### src/hw/cpg_consts.vh
// Constants for the crystal and loop base clock generator
`ifndef CPG_CONSTS_VH
`define CPG_CONSTS_VH
// ==========================================
// Register byte offsets
`define CPG_REG_CTRL 8'h00
`define CPG_REG_STAT 8'h04
`define CPG_REG_IRQ_STATUS 8'h08
`define CPG_REG_IRQ_MASK 8'h0c
`define CPG_REG_MULT 8'h10
// ==========================================
// Control register fields
`define CPG_CTRL_SEL 0
`define CPG_CTRL_AUTO 1
`define CPG_CTRL_ACQ 2
`define CPG_CTRL_LOCKIE 3
// ==========================================
// Status register fields
`define CPG_STAT_LOCK 0
`define CPG_STAT_TRACK 1
`define CPG_STAT_SRC 2
// ==========================================
// Interrupt status fields
`define CPG_IRQ_LOCK_IN 0
`define CPG_IRQ_LOCK_OUT 1
// ==========================================
// Reset values
`define CPG_CTRL_RESET 4'h2
`define CPG_MULT_RESET 8'h08
`define CPG_MASK_RESET 2'h0
// ==========================================
// AXI responses
`define CPG_RESP_OKAY 2'h0
`define CPG_RESP_SLVERR 2'h2
`endif

### src/hw/cpg_clock_gen.v
// Crystal clock, loop reference, base clock selector, lock detector and register slave
//
// Summary of operation
// - Base clock comes from either halved crystal clock or halved VCO clock only.
// - Software control bit chooses the base clock source, never hardware on its own.
// - Oscillator runs only while the integration unit asserts its enable input.
// - Crystal-rate clock passes out at crystal rate and buffered as loop reference.
// - Loop frequency is a software-set integer multiple of the reference.
// - Interrupt can be requested on lock entry and on lock exit.
// - Automatic lock detector and automatic wide/narrow bandwidth switching exist.
// - In automatic mode, a lock toggle with interrupt enable and its mask bit set raises a request.
// - In manual mode lock indication is inactive and all interrupts are suppressed.
// - Filter tracks when not acquiring, or whenever the acquire/track bit is set.
// - Select bit one takes halved VCO clock, zero takes halved crystal clock.
//
// Chosen here: the address map and register access over AXI4-Lite.
`timescale 1ns/10ps
`include "cpg_consts.vh"
module cpg_clock_gen #(
	parameter MULT_W = 8,
	parameter LOCK_WIN = 8'h02,
	parameter LOCK_SPAN = 8'h40
) (
	// Clock and reset
	input wire aclk,
	input wire aresetn,
	// Crystal amplifier and integration unit
	input wire crystal_amp_input,
	output wire crystal_amp_output,
	output wire crystal_amp_output_en,
	input wire oscillator_enable_in,
	// Loop oscillator sample
	input wire vco_output_clock,
	// Clock and loop control outputs
	output wire crystal_rate_clock,
	output wire loop_reference_clock,
	output reg base_clock_out,
	output reg [MULT_W-1:0] loop_multiplier,
	output wire filter_track_mode,
	// Interrupt
	output wire clockgen_interrupt_request,
	// AXI4-Lite write address
	input wire [7:0] s_axi_awaddr,
	input wire s_axi_awvalid,
	output wire s_axi_awready,
	// AXI4-Lite write data
	input wire [31:0] s_axi_wdata,
	input wire [3:0] s_axi_wstrb,
	input wire s_axi_wvalid,
	output wire s_axi_wready,
	// AXI4-Lite write response
	output reg [1:0] s_axi_bresp,
	output reg s_axi_bvalid,
	input wire s_axi_bready,
	// AXI4-Lite read address
	input wire [7:0] s_axi_araddr,
	input wire s_axi_arvalid,
	output wire s_axi_arready,
	// AXI4-Lite read data
	output reg [31:0] s_axi_rdata,
	output reg [1:0] s_axi_rresp,
	output reg s_axi_rvalid,
	input wire s_axi_rready
);
	// ==========================================
	// Crystal oscillator
	// Amplifier always inverts; output driven only while enabled, released otherwise
	assign crystal_amp_output = ~crystal_amp_input;
	assign crystal_amp_output_en = oscillator_enable_in;
	// ==========================================
	// Pin synchronisers
	// Three flip-flops per pin; a level counts once the second and third agree
	wire [1:0] pin_raw = {vco_output_clock, crystal_amp_input & oscillator_enable_in};
	wire [1:0] pin_level;
	genvar gi;
	generate
		for (gi = 0; gi < 2; gi = gi + 1) begin : g_sync
			reg [2:0] stage;
			reg level;
			always @(posedge aclk) begin
				if (!aresetn) begin
					stage <= 3'h0;
					level <= 1'b0;
				end else begin
					stage <= {stage[1:0], pin_raw[gi]};
					if (stage[2] == stage[1])
						level <= stage[1];
				end
			end
			assign pin_level[gi] = level;
		end
	endgenerate
	wire xclk = pin_level[0];
	wire vclk = pin_level[1];
	// Sampled copy; duty cycle follows the crystal, not corrected here
	assign crystal_rate_clock = xclk;
	assign loop_reference_clock = xclk;
	// ==========================================
	// Registers
	reg [3:0] ctrl;
	reg [1:0] irq_status;
	reg [1:0] irq_mask;
	reg lock;
	reg acq_auto;
	wire sel = ctrl[`CPG_CTRL_SEL];
	wire auto_mode = ctrl[`CPG_CTRL_AUTO];
	wire lock_ie = ctrl[`CPG_CTRL_LOCKIE];
	// Acquire/track bit is written in manual mode, read-only mirror in automatic mode
	wire acq_bit = auto_mode ? acq_auto : ctrl[`CPG_CTRL_ACQ];
	// ==========================================
	// Edge counters and lock detector
	reg xclk_d;
	reg vclk_d;
	reg [7:0] xcnt;
	reg [15:0] vcnt;
	wire x_rise = xclk & ~xclk_d;
	wire v_rise = vclk & ~vclk_d;
	// One window is LOCK_SPAN reference edges; expected VCO edges scale with multiplier
	wire [15:0] expect_cnt = LOCK_SPAN * {8'h00, loop_multiplier};
	wire [15:0] diff = (vcnt > expect_cnt) ? vcnt - expect_cnt : expect_cnt - vcnt;
	wire win_end = x_rise && (xcnt == LOCK_SPAN - 8'h01);
	wire near_lock = diff <= {8'h00, LOCK_WIN};
	wire near_track = diff <= {7'h00, LOCK_WIN, 1'b0};
	wire next_lock = auto_mode & near_lock;
	reg lock_prev;
	always @(posedge aclk) begin
		if (!aresetn) begin
			xclk_d <= 1'b0;
			vclk_d <= 1'b0;
			xcnt <= 8'h00;
			vcnt <= 16'h0000;
			lock <= 1'b0;
			acq_auto <= 1'b0;
		end else begin
			xclk_d <= xclk;
			vclk_d <= vclk;
			if (win_end) begin
				xcnt <= 8'h00;
				vcnt <= 16'h0000;
				lock <= next_lock;
				acq_auto <= near_track;
			end else begin
				if (x_rise)
					xcnt <= xcnt + 8'h01;
				if (v_rise)
					vcnt <= vcnt + 16'h0001;
			end
			if (!auto_mode) begin
				lock <= 1'b0;
				acq_auto <= 1'b0;
			end
		end
	end
	// ==========================================
	// Base clock selector
	// Each source halved. A switch parks the output low once the old half is low,
	// then hands over at a falling edge of the new half, so no pulse is cut short.
	// Limitation: a dead new source keeps the output parked low until it runs.
	reg xdiv;
	reg vdiv;
	reg src;
	reg park;
	wire x_fall = x_rise & xdiv;
	wire v_fall = v_rise & vdiv;
	wire old_low = src ? !vdiv : !xdiv;
	wire new_fall = sel ? v_fall : x_fall;
	always @(posedge aclk) begin
		if (!aresetn) begin
			xdiv <= 1'b0;
			vdiv <= 1'b0;
			src <= 1'b0;
			park <= 1'b0;
			base_clock_out <= 1'b0;
		end else begin
			if (x_rise)
				xdiv <= ~xdiv;
			if (v_rise)
				vdiv <= ~vdiv;
			if (!park && sel != src && old_low)
				park <= 1'b1;
			if (park && new_fall) begin
				src <= sel;
				park <= 1'b0;
			end
			base_clock_out <= park ? 1'b0 : (src ? vdiv : xdiv);
		end
	end
	// ==========================================
	// Interrupt events
	wire ev_in = lock & ~lock_prev;
	wire ev_out = ~lock & lock_prev;
	wire [1:0] events = {ev_out, ev_in} & {2{auto_mode & lock_ie}};
	// ==========================================
	// Output registers
	// Registered so no decode glitch reaches the interrupt or filter pins
	reg irq_q;
	reg track_q;
	always @(posedge aclk) begin
		if (!aresetn) begin
			irq_q <= 1'b0;
			track_q <= 1'b0;
		end else begin
			irq_q <= auto_mode & |(irq_status & irq_mask);
			track_q <= acq_bit;
		end
	end
	assign clockgen_interrupt_request = irq_q;
	assign filter_track_mode = track_q;
	// ==========================================
	// AXI4-Lite write channel
	reg aw_held;
	reg w_held;
	reg [7:0] aw_addr;
	reg [31:0] w_data;
	reg [3:0] w_strb;
	assign s_axi_awready = !aw_held && !s_axi_bvalid;
	assign s_axi_wready = !w_held && !s_axi_bvalid;
	wire aw_now = aw_held | s_axi_awvalid;
	wire w_now = w_held | s_axi_wvalid;
	wire [7:0] wa = aw_held ? aw_addr : s_axi_awaddr;
	wire [31:0] wd = w_held ? w_data : s_axi_wdata;
	wire [3:0] ws = w_held ? w_strb : s_axi_wstrb;
	wire wr_go = aw_now && w_now && !s_axi_bvalid;
	wire wr_hit = (wa == `CPG_REG_CTRL) || (wa == `CPG_REG_IRQ_STATUS) ||
		(wa == `CPG_REG_IRQ_MASK) || (wa == `CPG_REG_MULT) || (wa == `CPG_REG_STAT);
	wire [1:0] w1c = (wr_go && wa == `CPG_REG_IRQ_STATUS && ws[0]) ? wd[1:0] : 2'h0;
	always @(posedge aclk) begin
		if (!aresetn) begin
			aw_held <= 1'b0;
			w_held <= 1'b0;
			aw_addr <= 8'h00;
			w_data <= 32'h00000000;
			w_strb <= 4'h0;
			s_axi_bvalid <= 1'b0;
			s_axi_bresp <= `CPG_RESP_OKAY;
			ctrl <= `CPG_CTRL_RESET;
			irq_mask <= `CPG_MASK_RESET;
			irq_status <= 2'h0;
			loop_multiplier <= `CPG_MULT_RESET;
			lock_prev <= 1'b0;
		end else begin
			lock_prev <= lock;
			// Set wins over a simultaneous clear
			irq_status <= (irq_status & ~w1c) | events;
			if (s_axi_awvalid && s_axi_awready && !wr_go) begin
				aw_held <= 1'b1;
				aw_addr <= s_axi_awaddr;
			end
			if (s_axi_wvalid && s_axi_wready && !wr_go) begin
				w_held <= 1'b1;
				w_data <= s_axi_wdata;
				w_strb <= s_axi_wstrb;
			end
			if (wr_go) begin
				aw_held <= 1'b0;
				w_held <= 1'b0;
				s_axi_bvalid <= 1'b1;
				s_axi_bresp <= wr_hit ? `CPG_RESP_OKAY : `CPG_RESP_SLVERR;
				if (ws[0]) begin
					if (wa == `CPG_REG_CTRL)
						ctrl <= wd[3:0];
					if (wa == `CPG_REG_IRQ_MASK)
						irq_mask <= wd[1:0];
					// Zero would stop the loop; kept at one or more
					if (wa == `CPG_REG_MULT && wd[MULT_W-1:0] != {MULT_W{1'b0}})
						loop_multiplier <= wd[MULT_W-1:0];
				end
			end else if (s_axi_bvalid && s_axi_bready) begin
				s_axi_bvalid <= 1'b0;
			end
		end
	end
	// ==========================================
	// AXI4-Lite read channel
	assign s_axi_arready = !s_axi_rvalid;
	reg [31:0] rd;
	reg rd_hit;
	always @* begin
		rd = 32'h00000000;
		rd_hit = 1'b1;
		case (s_axi_araddr)
			`CPG_REG_CTRL: rd = {28'h0000000, lock_ie, acq_bit, auto_mode, sel};
			`CPG_REG_STAT: rd = {29'h00000000, src, acq_bit, lock};
			`CPG_REG_IRQ_STATUS: rd = {30'h00000000, irq_status};
			`CPG_REG_IRQ_MASK: rd = {30'h00000000, irq_mask};
			`CPG_REG_MULT: rd = {{(32-MULT_W){1'b0}}, loop_multiplier};
			default: rd_hit = 1'b0;
		endcase
	end
	always @(posedge aclk) begin
		if (!aresetn) begin
			s_axi_rvalid <= 1'b0;
			s_axi_rdata <= 32'h00000000;
			s_axi_rresp <= `CPG_RESP_OKAY;
		end else if (s_axi_arvalid && s_axi_arready) begin
			s_axi_rvalid <= 1'b1;
			s_axi_rdata <= rd;
			s_axi_rresp <= rd_hit ? `CPG_RESP_OKAY : `CPG_RESP_SLVERR;
		end else if (s_axi_rvalid && s_axi_rready) begin
			s_axi_rvalid <= 1'b0;
		end
	end
endmodule

### config.mk
export PLATFORM = sky130hd
export DESIGN_NAME = cpg_clock_gen
export DESIGN_NICKNAME = d
export VERILOG_FILES = /design/src/hw/cpg_clock_gen.v
export VERILOG_INCLUDE_DIRS = /design/src /design/src/hw
export SDC_FILE = /design/constraint.sdc
export NUM_CORES = 1
export LEC_CHECK = 0
export BUFFER_PORTS_ARGS = -buffer_cell sky130_fd_sc_hd__buf_2
export CORE_ASPECT_RATIO = 1.1
export CORE_MARGIN = 1.5
export CORE_UTILIZATION = 45
export DETAILED_ROUTE_END_ITERATION = 8
export GPL_ROUTABILITY_DRIVEN = 0
export PLACE_DENSITY = 0.68
export SLEW_MARGIN = 25
export SYNTH_ARGS = -nofsm -noshare
export SYNTH_HDL_FRONTEND = slang
export SYNTH_SLANG_ARGS = --single-unit
### constraint.sdc
create_clock -name aclk -period 2.58 [get_ports aclk]
set_input_delay 0.258 -clock aclk [delete_from_list [all_inputs] [get_ports aclk]]
set_output_delay 0.258 -clock aclk [all_outputs]
set_load 0.01 [all_outputs]
Word-level counts from Yosys, hierarchy flattened
Cells that the tools add are included.
{"block": "op_classes", "addsub": 4, "magnitude_cmp": 3, "n_eq_ne": 12, "n_mux": 17, "n_bitwise": 25, "reduce_logical": 45}
{"op": "$pmux 8 s5", "n": 1}
{"op": "$eq 8x4->1 const B", "n": 4}
{"op": "$logic_and 1x1->1", "n": 18}
{"op": "$add 16x1->16 const B", "n": 1}
{"op": "$eq 8x3->1 const B", "n": 2}
{"op": "$eq 8x5->1 const B", "n": 2}
{"op": "$gt 16x14->1", "n": 1}
{"op": "$le 16x2->1 const B", "n": 1}
{"op": "$le 16x3->1 const B", "n": 1}
{"op": "$logic_not 8->1", "n": 2}
{"op": "$mux 16", "n": 1}
{"op": "$mux 8", "n": 2}
{"op": "$sub 14x16->16", "n": 1}
{"op": "$sub 16x14->16", "n": 1}
{"op": "$and 1x1->1", "n": 10}
{"op": "$mux 1", "n": 10}
{"op": "$reduce_or 2->1", "n": 5}
{"op": "$reduce_and 3->1", "n": 3}
{"op": "$add 8x1->8 const B", "n": 1}
{"op": "$eq 8x6->1 const B", "n": 1}
{"op": "$logic_not 1->1", "n": 8}
{"op": "$not 1->1", "n": 8}
{"op": "$reduce_bool 8->1", "n": 1}
{"op": "$and 2x2->2", "n": 3}
{"op": "10 further kinds", "n": 18}
{"block": "totals", "ff_bits": 117, "output_inout_bits": 56}

Logic depth before layout (Yosys ltp)
Gate-level depths: netlist (run 1).
{"block": "depth", "word_depth": 9, "mapped_depth": 11, "depth_no_buf": 11}

Worst setup path after synthesis (run 1)
No wires, ideal clock.
{"block": "synth_timing", "kind": "reg2reg", "startpoint": "reg vcnt[6]", "endpoint": "reg acq_auto", "t_arrival_ps": 2588, "required_time_ps": 2505, "setup_slack_ps": -83, "path_stages_with_launch": 11, "n_path_buf": 0, "path_cell_list": "dfxtp_1 inv_1 ha_1 or4b_4 o21ba_2 o21a_1 xnor2_1 or4_1 a21oi_1 nand4_1 o22ai_1"}
{"block": "synth_between", "elab_chain_len": 3, "elab_cells_between_ends": 5, "cone_classes": "add/sub: 2; order compare: 2; mux: 1"}
{"element": "start: declaration", "line_no": "cpg_clock_gen.v:115", "source": "reg [15:0] vcnt;"}
{"element": "start signal: assignment", "line_no": "cpg_clock_gen.v:146", "source": "vcnt <= vcnt + 16'h0001;"}
{"element": "$sub 14x16->16, or another cell as far along", "line_no": "cpg_clock_gen.v:120", "source": "wire [15:0] diff = (vcnt > expect_cnt) ? vcnt - expect_cnt : expect_cnt - vcnt;"}
{"element": "$mux 16 (*)", "line_no": "cpg_clock_gen.v:120"}
{"element": "$le 16x3->1 (*)", "line_no": "cpg_clock_gen.v:123", "source": "wire near_track = diff <= {7'h00, LOCK_WIN, 1'b0};"}
{"element": "end signal: assignment", "line_no": "cpg_clock_gen.v:141", "source": "acq_auto <= near_track;"}
{"element": "end: declaration", "line_no": "cpg_clock_gen.v:104", "source": "reg acq_auto;"}
Mark *: on every way between the ends. The rest lies on a longest branch, timed or not.
A chain may end at the register's enable or synchronous reset.

Worst setup path in the final report (run 1)
{"block": "layout_timing", "startpoint": "reg vcnt[6]", "endpoint": "reg lock"}
{"block": "layout_between", "elab_chain_len": 4, "elab_cells_between_ends": 6, "cone_classes": "add/sub: 2; order compare: 2; mux: 1; bitwise: 1"}
{"element": "$sub 14x16->16, or another cell as far along", "line_no": "cpg_clock_gen.v:120"}
{"element": "$mux 16 (*)", "line_no": "cpg_clock_gen.v:120"}
{"element": "$le 16x2->1 (*)", "line_no": "cpg_clock_gen.v:122", "source": "wire near_lock = diff <= {8'h00, LOCK_WIN};"}
{"element": "$and 1x1->1 (*)", "line_no": "cpg_clock_gen.v:124", "source": "wire next_lock = auto_mode & near_lock;"}
{"element": "end signal: assignment", "line_no": "cpg_clock_gen.v:140", "source": "lock <= next_lock;"}
{"element": "end: declaration", "line_no": "cpg_clock_gen.v:103", "source": "reg lock;"}
Marked as above.

==> results of run 1 <==
[sequential cells by signal (all words and copies together), names as in the netlist, 2 cells and up]
register and cells:
w_data 8, irq_status 2, xcnt 8, g_sync.stage 6, irq_mask 2, aw_addr 8, loop_multiplier 8, ctrl 4
s_axi_rdata 8, vcnt 16
[placed cells by master (no fill, tap or decap), types with 4 or more instances in the layout]
cell type	Yosys	layout
sky130_fd_sc_hd__nor2_1	93	93
sky130_fd_sc_hd__dfxtp_1	91	87
sky130_fd_sc_hd__buf_2	3	64
sky130_fd_sc_hd__buf_4	29	55
sky130_fd_sc_hd__nand2_1	45	45
sky130_fd_sc_hd__a21oi_1	28	27
sky130_fd_sc_hd__conb_1	1	26
sky130_fd_sc_hd__inv_1	26	25
sky130_fd_sc_hd__mux2i_1	24	24
sky130_fd_sc_hd__xnor2_1	22	22
sky130_fd_sc_hd__nor3_1	21	21
sky130_fd_sc_hd__ha_1	19	17
sky130_fd_sc_hd__a211oi_1	15	14
sky130_fd_sc_hd__o21ai_0	14	12
sky130_fd_sc_hd__nand3_1	12	12
sky130_fd_sc_hd__and2_1	11	11
sky130_fd_sc_hd__nand4_1	11	11
sky130_fd_sc_hd__xor2_1	11	11
sky130_fd_sc_hd__nor2b_1	9	9
sky130_fd_sc_hd__clkbuf_16	0	9
sky130_fd_sc_hd__a21o_1	7	7
sky130_fd_sc_hd__mux2_2	5	5
sky130_fd_sc_hd__clkbuf_8	0	5
sky130_fd_sc_hd__nor3b_1	4	4
sky130_fd_sc_hd__a21boi_0	4	4
sky130_fd_sc_hd__dfxtp_2	0	4
[layer usage]
| layer | vias to the layer above | track usage [%] |
|---|---|---|
| met5 | - | 0 |
| met4 | 0 | 9.167 |
| met3 | 23 | 3.771 |
| met2 | 118 | 36.34 |
| met1 | 2113 | 23.45 |
| li1 | 2229 | - |
[worst max-delay path, stage by stage, from the launching register on]
cell and delay, ns:
sky130_fd_sc_hd__dfxtp_2 0.33, sky130_fd_sc_hd__inv_2 0.05, sky130_fd_sc_hd__ha_4 0.26, sky130_fd_sc_hd__or4b_4 0.46, sky130_fd_sc_hd__o21ba_4 0.21, sky130_fd_sc_hd__o21a_1 0.20, sky130_fd_sc_hd__xnor2_1 0.12, sky130_fd_sc_hd__or4_1 0.52
sky130_fd_sc_hd__a21oi_2 0.13, sky130_fd_sc_hd__nand4_1 0.17, sky130_fd_sc_hd__o21ai_1 0.18
[per-stage QoR]
stage,hold slack (ns),cells,power (mW)
finish,0.1098,850,3.016
CTS,0.1069,850,3.039
global route,0.1090,850,3.124
floorplan,0.3570,626,1.676
global placement,0.4148,832,1.730
detailed placement,0.4258,832,1.738
[how the worst min path moves through the flow]
stage	cells after the start	end	slack, ns
after CTS	2	s_axi_rvalid	0.11
final	2	s_axi_rvalid	0.11
after global placement	1	g_sync[1].stage[1]	0.41
after global routing	2	s_axi_rvalid	0.11
after detailed placement	1	g_sync[1].stage[1]	0.43
after floorplan	1	s_axi_rvalid	0.36
[power by group]
group	internal [mW]	total, mW	switching [mW]
combinational	0.104	0.252	0.149
sequential	1.43	1.46	0.0217
clock	0.786	1.31	0.521
total	2.32	3.02	0.691
[timing repair]
action | CTS | global route
endpoints found under the setup margin | 2 | 2
hold endpoints to repair | 0 | 0
pin swaps | 7 | 4
resized for setup | 2 | 6
cloned | 0 | 0
buffers inserted | 2 | 0
hold buffers | 0 | 0
[cells by family after synthesis]
kind of cell | count (synthesis) | share of synthesized area, %
buffers and inverters | 85 | 8.731
AOI/OAI and AO/OA | 107 | 14.43
DFF | 91 | 36.22
muxes | 32 | 7.015
and+or+nand+nor | 232 | 22.66
adders and majority gates | 20 | 5.124
other | 1 | 0.07456
xor gates and xnor gates | 33 | 5.746
[area by class of cell]
class                      instances  area (sq um)  area share, %
multi-input combinational        450          2919          47.93
timing repair buffer             120         753.2          12.37
tap                              147         183.9          3.020
clock inverter                     2         16.27         0.2671
sequential                        91          1827          29.99
clock buffer                      14         294.0          4.827
inverter                          26         97.59          1.602
==> reports/results.txt, run 1 <==
Asr flop ratio synth - 0%
Post-route cell area - 6091 sq um
Uppermost layer routed - met4
Wire length of the first global-routing pass - 19400 microns
Vias in the first global route - 4384
Synth unique cells - 66
Growth of design area from synthesis to finish - 21.09%
Std cell rows - 40
WL final - 11870 microns
End point of the critical path - lock
Wire length on met2 - 5932 microns
R2R depth - 10
Detailed route wirelength on metal3 - 566 microns
Worst Max-Slew Pin Slew - 0.5737 ns
Avg Synthesized Cell Area - 8.369 sq um
Routed wire per std cell - 13.97 microns
Worst slew margin relative to its limit - 61.64%
Number of maximum-capacitance constraint violations - 0
Flip-flop and latch count after synthesis - 91
Worst-case vdd ir drop - 0.3588 mV
Root Driver - sky130_fd_sc_hd__clkbuf_16
Leakage - 2.640 nW
Number of enable flip-flop cells after synthesis - 0
Die Outline Area - 11820 sq um
Final critical delay including setup and external delays - 2.710 ns
Synth top area share - 36.22%
Highest Clock Rate - 369.0 MHz
Share of layout cells above drive strength 1 - 23.90%
Chip width - 103.8 microns
Routed vias/inst - 5.274
Initial antenna violation count - 0
Launch instance of the worst min-delay path - s_axi_rready
Detailed-route via count - 4483
Classification of the worst setup path - reg2reg
Critical path launch point - vcnt[6]
Input/output buffers - 64
Initial standard-cell utilization of the core - 46.10%
DP Worst Slack - -0.1354 ns
Post-Synthesis Cells - 601
R2R setup slack - -0.13 ns
Cell types with the highest counts after synthesis - sky130_fd_sc_hd__nor2_1 (93), sky130_fd_sc_hd__dfxtp_1 (91), sky130_fd_sc_hd__nand2_1 (45)
H-tree level count - 3
Violation count after the first detailed-route iteration - 188
Maximum clock skew at final layout - 0.005959 ns
Library cell with the largest summed area after synthesis - sky130_fd_sc_hd__dfxtp_1
Worst setup margin - -0.1298 ns
Status - complete, but fails checks
Clock sink count - 91
Commonest register cell after synthesis - sky130_fd_sc_hd__dfxtp_1
Violated checks - setup timing
Filler Cell Count - 1029
Maximum number of pins on one net before global-route repair - 38
Critical path peak fanout - 3
Final setup TNS - -0.2245 ns
Hold violation count in the final report - 0
Most common cell in the netlist - sky130_fd_sc_hd__nor2_1
Clock latency of the later-clocked register in the worst-skew pair - 0.34 ns
Startpoint type of the worst setup path - flip-flop
Classification of the worst-slack hold path - in2reg
Total power density per cell area - 495.1 nW/um^2
Final-stage net count - 780
Clock tree from TritonCTS - yes
Count of pins over their slew limit - 0
Register area share after synthesis - 36.22%
Placement-stage cell area - 5733 sq um
Arrival time at the worst endpoint - 2.97 ns
Top post-synthesis cells by area - sky130_fd_sc_hd__dfxtp_1 (36%), sky130_fd_sc_hd__nor2_1 (6.9%), sky130_fd_sc_hd__mux2i_1 (4.8%), sky130_fd_sc_hd__ha_1 (4.7%), sky130_fd_sc_hd__buf_4 (4.3%)
Antenna cell count - 0
Detailed-routing iteration count for the pre-antenna-repair pass - 4
Util after Layout - 55.83%
DRC errors left - 0
Setup repair after global routing missed its margin - true
Core Area - 10910 sq um
Req. time, crit path - 2.84 ns
Netlist Area Pre-Place - 5030 sq um
Final period util - 105.0%
Worst reg2reg endpoint - lock
Crit end category - flip-flop
Source of the worst register-to-register timing path - vcnt[6]
Remaining antenna violation count after routing - 0
Final setup violation count - 2
Met1 Wirelength - 5130 microns
Number of warnings issued by yosys - 0
Final HPWL from detailed placement - 9199 microns
Global-route congestion overflow total - 0
Number of buffers created by CTS - 9
Overall fraction of global-route tracks in use - 20.23%
I/O pin count - 118
Maximum clock insertion buffer count - 2
Die span in y - 113.9 microns
Clock Pin Slew Worst Setup and Hold Paths - 0.06 ns
(Power assumes the default switching activity.)
==> inputs of run 2 (changes only) <==
--- a/config.mk
+++ b/config.mk
@@ -9,8 +9,10 @@
 export BUFFER_PORTS_ARGS = -buffer_cell sky130_fd_sc_hd__buf_2
+export CELL_PAD_IN_SITES_DETAIL_PLACEMENT = 0
+export CELL_PAD_IN_SITES_GLOBAL_PLACEMENT = 2
 export CORE_ASPECT_RATIO = 1.1
 export CORE_MARGIN = 1.5
-export CORE_UTILIZATION = 45
+export CORE_UTILIZATION = 28
 export DETAILED_ROUTE_END_ITERATION = 8
 export GPL_ROUTABILITY_DRIVEN = 0
-export PLACE_DENSITY = 0.68
+export PLACE_DENSITY = 0.72
 export SLEW_MARGIN = 25
--- a/constraint.sdc
+++ b/constraint.sdc
@@ -3,2 +3,2 @@
 set_output_delay 0.258 -clock aclk [all_outputs]
-set_load 0.01 [all_outputs]
+set_load 0.02 [all_outputs]
==> run 2 against run 1 <==
  * The flow still finishes with violations (setup timing)
  * Routed wire length up 15%
  * Clock-buffer cell count down 2
  * Clock power down 3%
  * Utilization down 20 points
==> reports/results.txt, run 2 (synthesis gave the netlist of run 1 again) <==
Clock tree from TritonCTS - yes
Maximum number of pins on one net before global-route repair - 48
Hold Path Sink - s_axi_rvalid
Clock sink count - 91
Arrival time at the worst endpoint - 3.03 ns
R2R depth - 10
Setup repair after global routing missed its margin - true
Global-route congestion overflow total - 0
Maximum clock skew at final layout - 0.009057 ns
Number of maximum-capacitance constraint violations - 0
Routed wire per std cell - 14.31 microns
Core Area - 17680 sq um
Final period util - 107.1%
Final-stage net count - 792
Share of layout cells above drive strength 1 - 25.49%
Worst-case vdd ir drop - 0.2415 mV
Leading cell type in the layout, fill and taps excluded - sky130_fd_sc_hd__nor2_1
I/O pin count - 118
Critical path peak fanout - 3
Crit end category - flip-flop
Wire length of the first global-routing pass - 21690 microns
Top register by number of flip-flops - vcnt
Initial antenna violation count - 0
Initial standard-cell utilization of the core - 28.46%
Final critical delay including setup and external delays - 2.764 ns
Highest Clock Rate - 361.8 MHz
Crit path largest cell delay - 0.52 ns
Chip width - 130.8 microns
Worst reg2reg endpoint - acq_auto
Placement-stage cell area - 5947 sq um
Leakage - 2.689 nW
Violated checks - setup timing
Worst Max-Slew Pin Slew - 0.5994 ns
H-tree level count - 3
Detailed-route via count - 4451
Count of pins over their slew limit - 0
Violation count after the first detailed-route iteration - 189
Hold violation count in the final report - 0
Worst slew margin relative to its limit - 59.93%
Clock latency of the later-clocked register in the worst-skew pair - 0.34 ns
Final Total Pwr - 3.020 mW
Remaining antenna violation count after routing - 0
WL final - 13620 microns
Maximum clock insertion buffer count - 2
Req. time, crit path - 2.85 ns
Antenna cell count - 0
Source of the worst register-to-register timing path - vcnt[6]
R2R setup slack - -0.18 ns
Critical path launch point - vcnt[6]
Placed instance count - 937
Startpoint type of the worst setup path - flip-flop
Overall fraction of global-route tracks in use - 15.03%
Classification of the worst-slack hold path - in2reg
Detailed-routing iteration count for the pre-antenna-repair pass - 4
Final HPWL from detailed placement - 10660 microns
Die Outline Area - 18780 sq um
Routed vias/inst - 4.675
Number of flip-flops in the largest register - 16
Growth of design area from synthesis to finish - 24.93%
Post-route insts no fill - 952
DRC errors left - 0
Die span in y - 143.6 microns
Status - complete, but fails checks
Min-Delay Path Depth - 2
Classification of the worst setup path - reg2reg
Number of post-CTS setup repair buffers - 0
Std cell rows - 51
Input/output buffers - 64
CP Cell Sequence - inv_2 > ha_4 > or4b_4 > o21ba_4 > o21a_1 > xnor2_1 > or4_4 > a21oi_2 > nand4_1 > o22ai_1
Vias in the first global route - 4296
Final setup violation count - 2
Worst setup margin - -0.1836 ns
Number of buffers created by CTS - 9
Clock Pin Slew Worst Setup and Hold Paths - 0.06 ns
Launch instance of the worst min-delay path - s_axi_rready
Commonest cells after routing, fill and taps aside - sky130_fd_sc_hd__nor2_1 (93), sky130_fd_sc_hd__dfxtp_1 (87), sky130_fd_sc_hd__buf_4 (68), sky130_fd_sc_hd__buf_2 (64), sky130_fd_sc_hd__nand2_1 (45)
Root Driver - sky130_fd_sc_hd__clkbuf_16
Post-route cell area - 6284 sq um
Total power density per cell area - 480.7 nW/um^2
Slowest cell on the critical path - sky130_fd_sc_hd__or4_4
[run 2: cell type report]
class,count,area [sq um]
Clock buffer,12,267.8
Clock inverter,3,21.27
Fill cell,1880,11390
Inverter,26,97.59
Multi-Input combinational cell,450,2939
Sequential cell,91,1829
Tap cell,238,297.8
Timing Repair Buffer,132,830.8
[run 2: worst max-delay path: cells and delay by family (launching register included)]
kind	cells	cell delay, ns
AOI/OAI and AO/OA	4	0.77
DFF	1	0.33
adders and majority gates	1	0.27
xor gates and xnor gates	1	0.13
buffers and inverters	1	0.05
and+or+nand+nor	3	1.17
[run 2: through the flow]
step	util [%]	hold WS (ns)	setup TNS (ns)	worst slack [ns]
after CTS	35.30	0.09127	-0.3081	-0.1603
after global routing	35.55	0.1059	-0.5417	-0.2721
after detailed placement	33.64	0.4260	-0.2819	-0.1429
after global placement	33.64	0.4172	-0.1790	-0.09178
final	35.55	0.09926	-0.3661	-0.1836
after floorplan	-	0.3570	0	0.0009788
[run 2: report_power, final]
group / switching, mW / internal (mW)
combinational: 0.186 / 0.107
sequential: 0.0190 / 1.43
clock: 0.542 / 0.733
[run 2: worst max path at each step]
stage / endpoint / slack (ns) / cells past startpoint
finish: acq_auto / -0.18 / 10
global route: acq_auto / -0.27 / 10
CTS: lock / -0.16 / 10
detailed placement: lock / -0.14 / 10
global placement: lock / -0.09 / 10
floorplan: lock / 0.001 / 9
[run 2: what timing repair did]
item,CTS,global route
hold buffers,0,0
gates resized for setup,1,8
endpoints found under the hold margin,0,0
setup endpoints to repair,2,5
pin swaps,2,5
[run 2: layer usage]
metal | vias to the layer above | track usage (%) | routed length [microns]
met5 | - | 0 | 0
met4 | 0 | 5.784 | 344
met3 | 23 | 2.829 | 374
met2 | 64 | 26.73 | 6959
met1 | 2114 | 17.77 | 5942
li1 | 2250 | - | -
==> inputs of run 3 (changes only) <==
CTS_CLUSTER_DIAMETER = 30   (was not set)
RECOVER_POWER = 50   (was not set)
==> run 3 against run 2 <==
  * The run still ends with setup timing left
  * First-iteration DRC count decreased by 5.8%
  * Register-to-register slack barely moved
  * Clock-buffer cell count did not move
  * Critical path depth unchanged
  * Sequential share of layout area increased by 0.20 points
  * Die area did not move
  * Routed wire length hardly changed
  * Critical path type unchanged
  * Critical endpoint unchanged
==> reports/results.txt, run 3 (synthesis gave the netlist of run 1 again) <==
Crit path largest cell delay - 0.52 ns
Global-route congestion overflow total - 0
WL final - 13620 microns
Violated checks - setup timing
Critical path peak fanout - 3
Maximum clock skew at final layout - 0.008963 ns
Count of hold-fix buffers inserted at cts - 0
Routed vias/inst - 4.661
Count of pins over their slew limit - 0
Vias in the first global route - 4296
Top register by number of flip-flops - vcnt
Startpoint type of the worst setup path - flip-flop
Detailed-routing iteration count for the pre-antenna-repair pass - 6
Chip width - 130.8 microns
Worst slew margin relative to its limit - 28.84%
Final-stage net count - 792
Routed wire per std cell - 14.31 microns
Maximum number of pins on one net before global-route repair - 48
Die Outline Area - 18780 sq um
Detailed-route via count - 4437
Clock tree from TritonCTS - yes
Filler Cell Count - 1899
Die span in y - 143.6 microns
Setup repair after global routing missed its margin - true
Input/output buffers - 64
Classification of the worst-slack hold path - in2reg
Slowest cell on the critical path - sky130_fd_sc_hd__or4_4
Clock latency of the later-clocked register in the worst-skew pair - 0.34 ns
Crit end category - flip-flop
Initial antenna violation count - 0
Growth of design area from synthesis to finish - 24.05%
Clock Pin Slew Worst Setup and Hold Paths - 0.06 ns
Post-route cell area - 6240 sq um
Leading cell type in the layout, fill and taps excluded - sky130_fd_sc_hd__nor2_1
Std cell rows - 51
CP Cell Sequence - inv_2 > ha_4 > or4b_4 > o21ba_4 > o21a_1 > xnor2_1 > or4_4 > a21oi_2 > nand4_1 > o22ai_1
Overall fraction of global-route tracks in use - 15.03%
Maximum clock insertion buffer count - 2
Root Driver - sky130_fd_sc_hd__clkbuf_16
Final Total Pwr - 3.013 mW
Share of layout cells above drive strength 1 - 21.15%
Req. time, crit path - 2.84 ns
Highest Clock Rate - 361.9 MHz
Commonest cells after routing, fill and taps aside - sky130_fd_sc_hd__nor2_1 (93), sky130_fd_sc_hd__dfxtp_1 (87), sky130_fd_sc_hd__buf_4 (66), sky130_fd_sc_hd__nand2_1 (45), sky130_fd_sc_hd__buf_2 (34)
I/O pin count - 118
Final period util - 107.1%
Number of post-CTS setup repair buffers - 0
Status - complete, but fails checks
Core Area - 17680 sq um
Number of buffers created by CTS - 9
Wire length of the first global-routing pass - 21690 microns
Classification of the worst setup path - reg2reg
Clock sink count - 91
Final HPWL from detailed placement - 10660 microns
Leakage - 2.567 nW
DRC errors left - 0
Number of flip-flops in the largest register - 16
Hold violation count in the final report - 0
Antenna cell count - 0
Violation count after the first detailed-route iteration - 178
Worst-case vdd ir drop - 0.2416 mV
Placement-stage cell area - 5947 sq um
Worst setup margin - -0.1831 ns
H-tree level count - 3
Total power density per cell area - 482.8 nW/um^2
Remaining antenna violation count after routing - 0
Initial standard-cell utilization of the core - 28.46%
Worst Max-Slew Pin Slew - 1.067 ns
Number of maximum-capacitance constraint violations - 0
Final setup violation count - 2
Final critical delay including setup and external delays - 2.763 ns
Arrival time at the worst endpoint - 3.03 ns
Util after Layout - 35.30%
## run 3: per-layer routing
metal  GRT usage [%]  vias to the layer above  wire length, microns
met2           26.73                       68                  6938
met4           5.784                        0                   327
met1           17.77                     2098                  5968
met5               0                        -                     0
met3           2.829                       21                   385
li1                -                     2250                     -
## run 3: final cells by class
| class | count | area (sq um) | area share [%] |
|---|---|---|---|
| Inverter | 26 | 97.59 | 1.564 |
| Multi-Input combinational cell | 450 | 2939 | 47.10 |
| Timing Repair Buffer | 132 | 787.0 | 12.61 |
| Clock buffer | 12 | 267.8 | 4.291 |
| Clock inverter | 3 | 21.27 | 0.3409 |
| Tap cell | 238 | 297.8 | 4.772 |
| Sequential cell | 91 | 1829 | 29.32 |
## run 3: worst paths after layout
| check | startpoint | endpoint | slack (ns) | cells after the start |
|---|---|---|---|---|
| min | s_axi_rready | s_axi_rvalid | 0.10 | 2 |
| max reg2reg | vcnt[6] | acq_auto | -0.18 | 10 |
| min reg2reg | g_sync[1].stage[0] | g_sync[1].stage[1] | 0.44 | 1 |
| max | vcnt[6] | acq_auto | -0.18 | 10 |
## run 3: worst max-delay path, delay by kind of cell (launching register included)
family / cells / cell delay, ns
xor+xnor: 1 / 0.13
fa+ha+maj: 1 / 0.27
simple gates: 3 / 1.17
buf+inv: 1 / 0.05
compound gates: 4 / 0.76
flops: 1 / 0.33
## run 3: metrics by stage
stage / setup TNS (ns) / worst slack, ns / std cells / hold WS, ns
CTS: -0.3081 / -0.1603 / 952 / 0.09127
global route: -0.5855 / -0.2721 / 952 / 0.1059
floorplan: 0 / 0.0009788 / 626 / 0.3570
detailed placement: -0.2819 / -0.1429 / 937 / 0.4260
finish: -0.3646 / -0.1831 / 952 / 0.1015
global placement: -0.1790 / -0.09178 / 937 / 0.4172
## run 3: power by group
part / internal (mW) / switching [mW]
Sequential: 1.43 / 0.0194
Combinational: 0.102 / 0.186
Clock: 0.733 / 0.538
## run 3: repair_timing
| action | in CTS | in global routing |
|---|---|---|
| pin swaps | 2 | 5 |
| gates resized for setup | 1 | 8 |
| endpoints found under the setup margin | 2 | 5 |
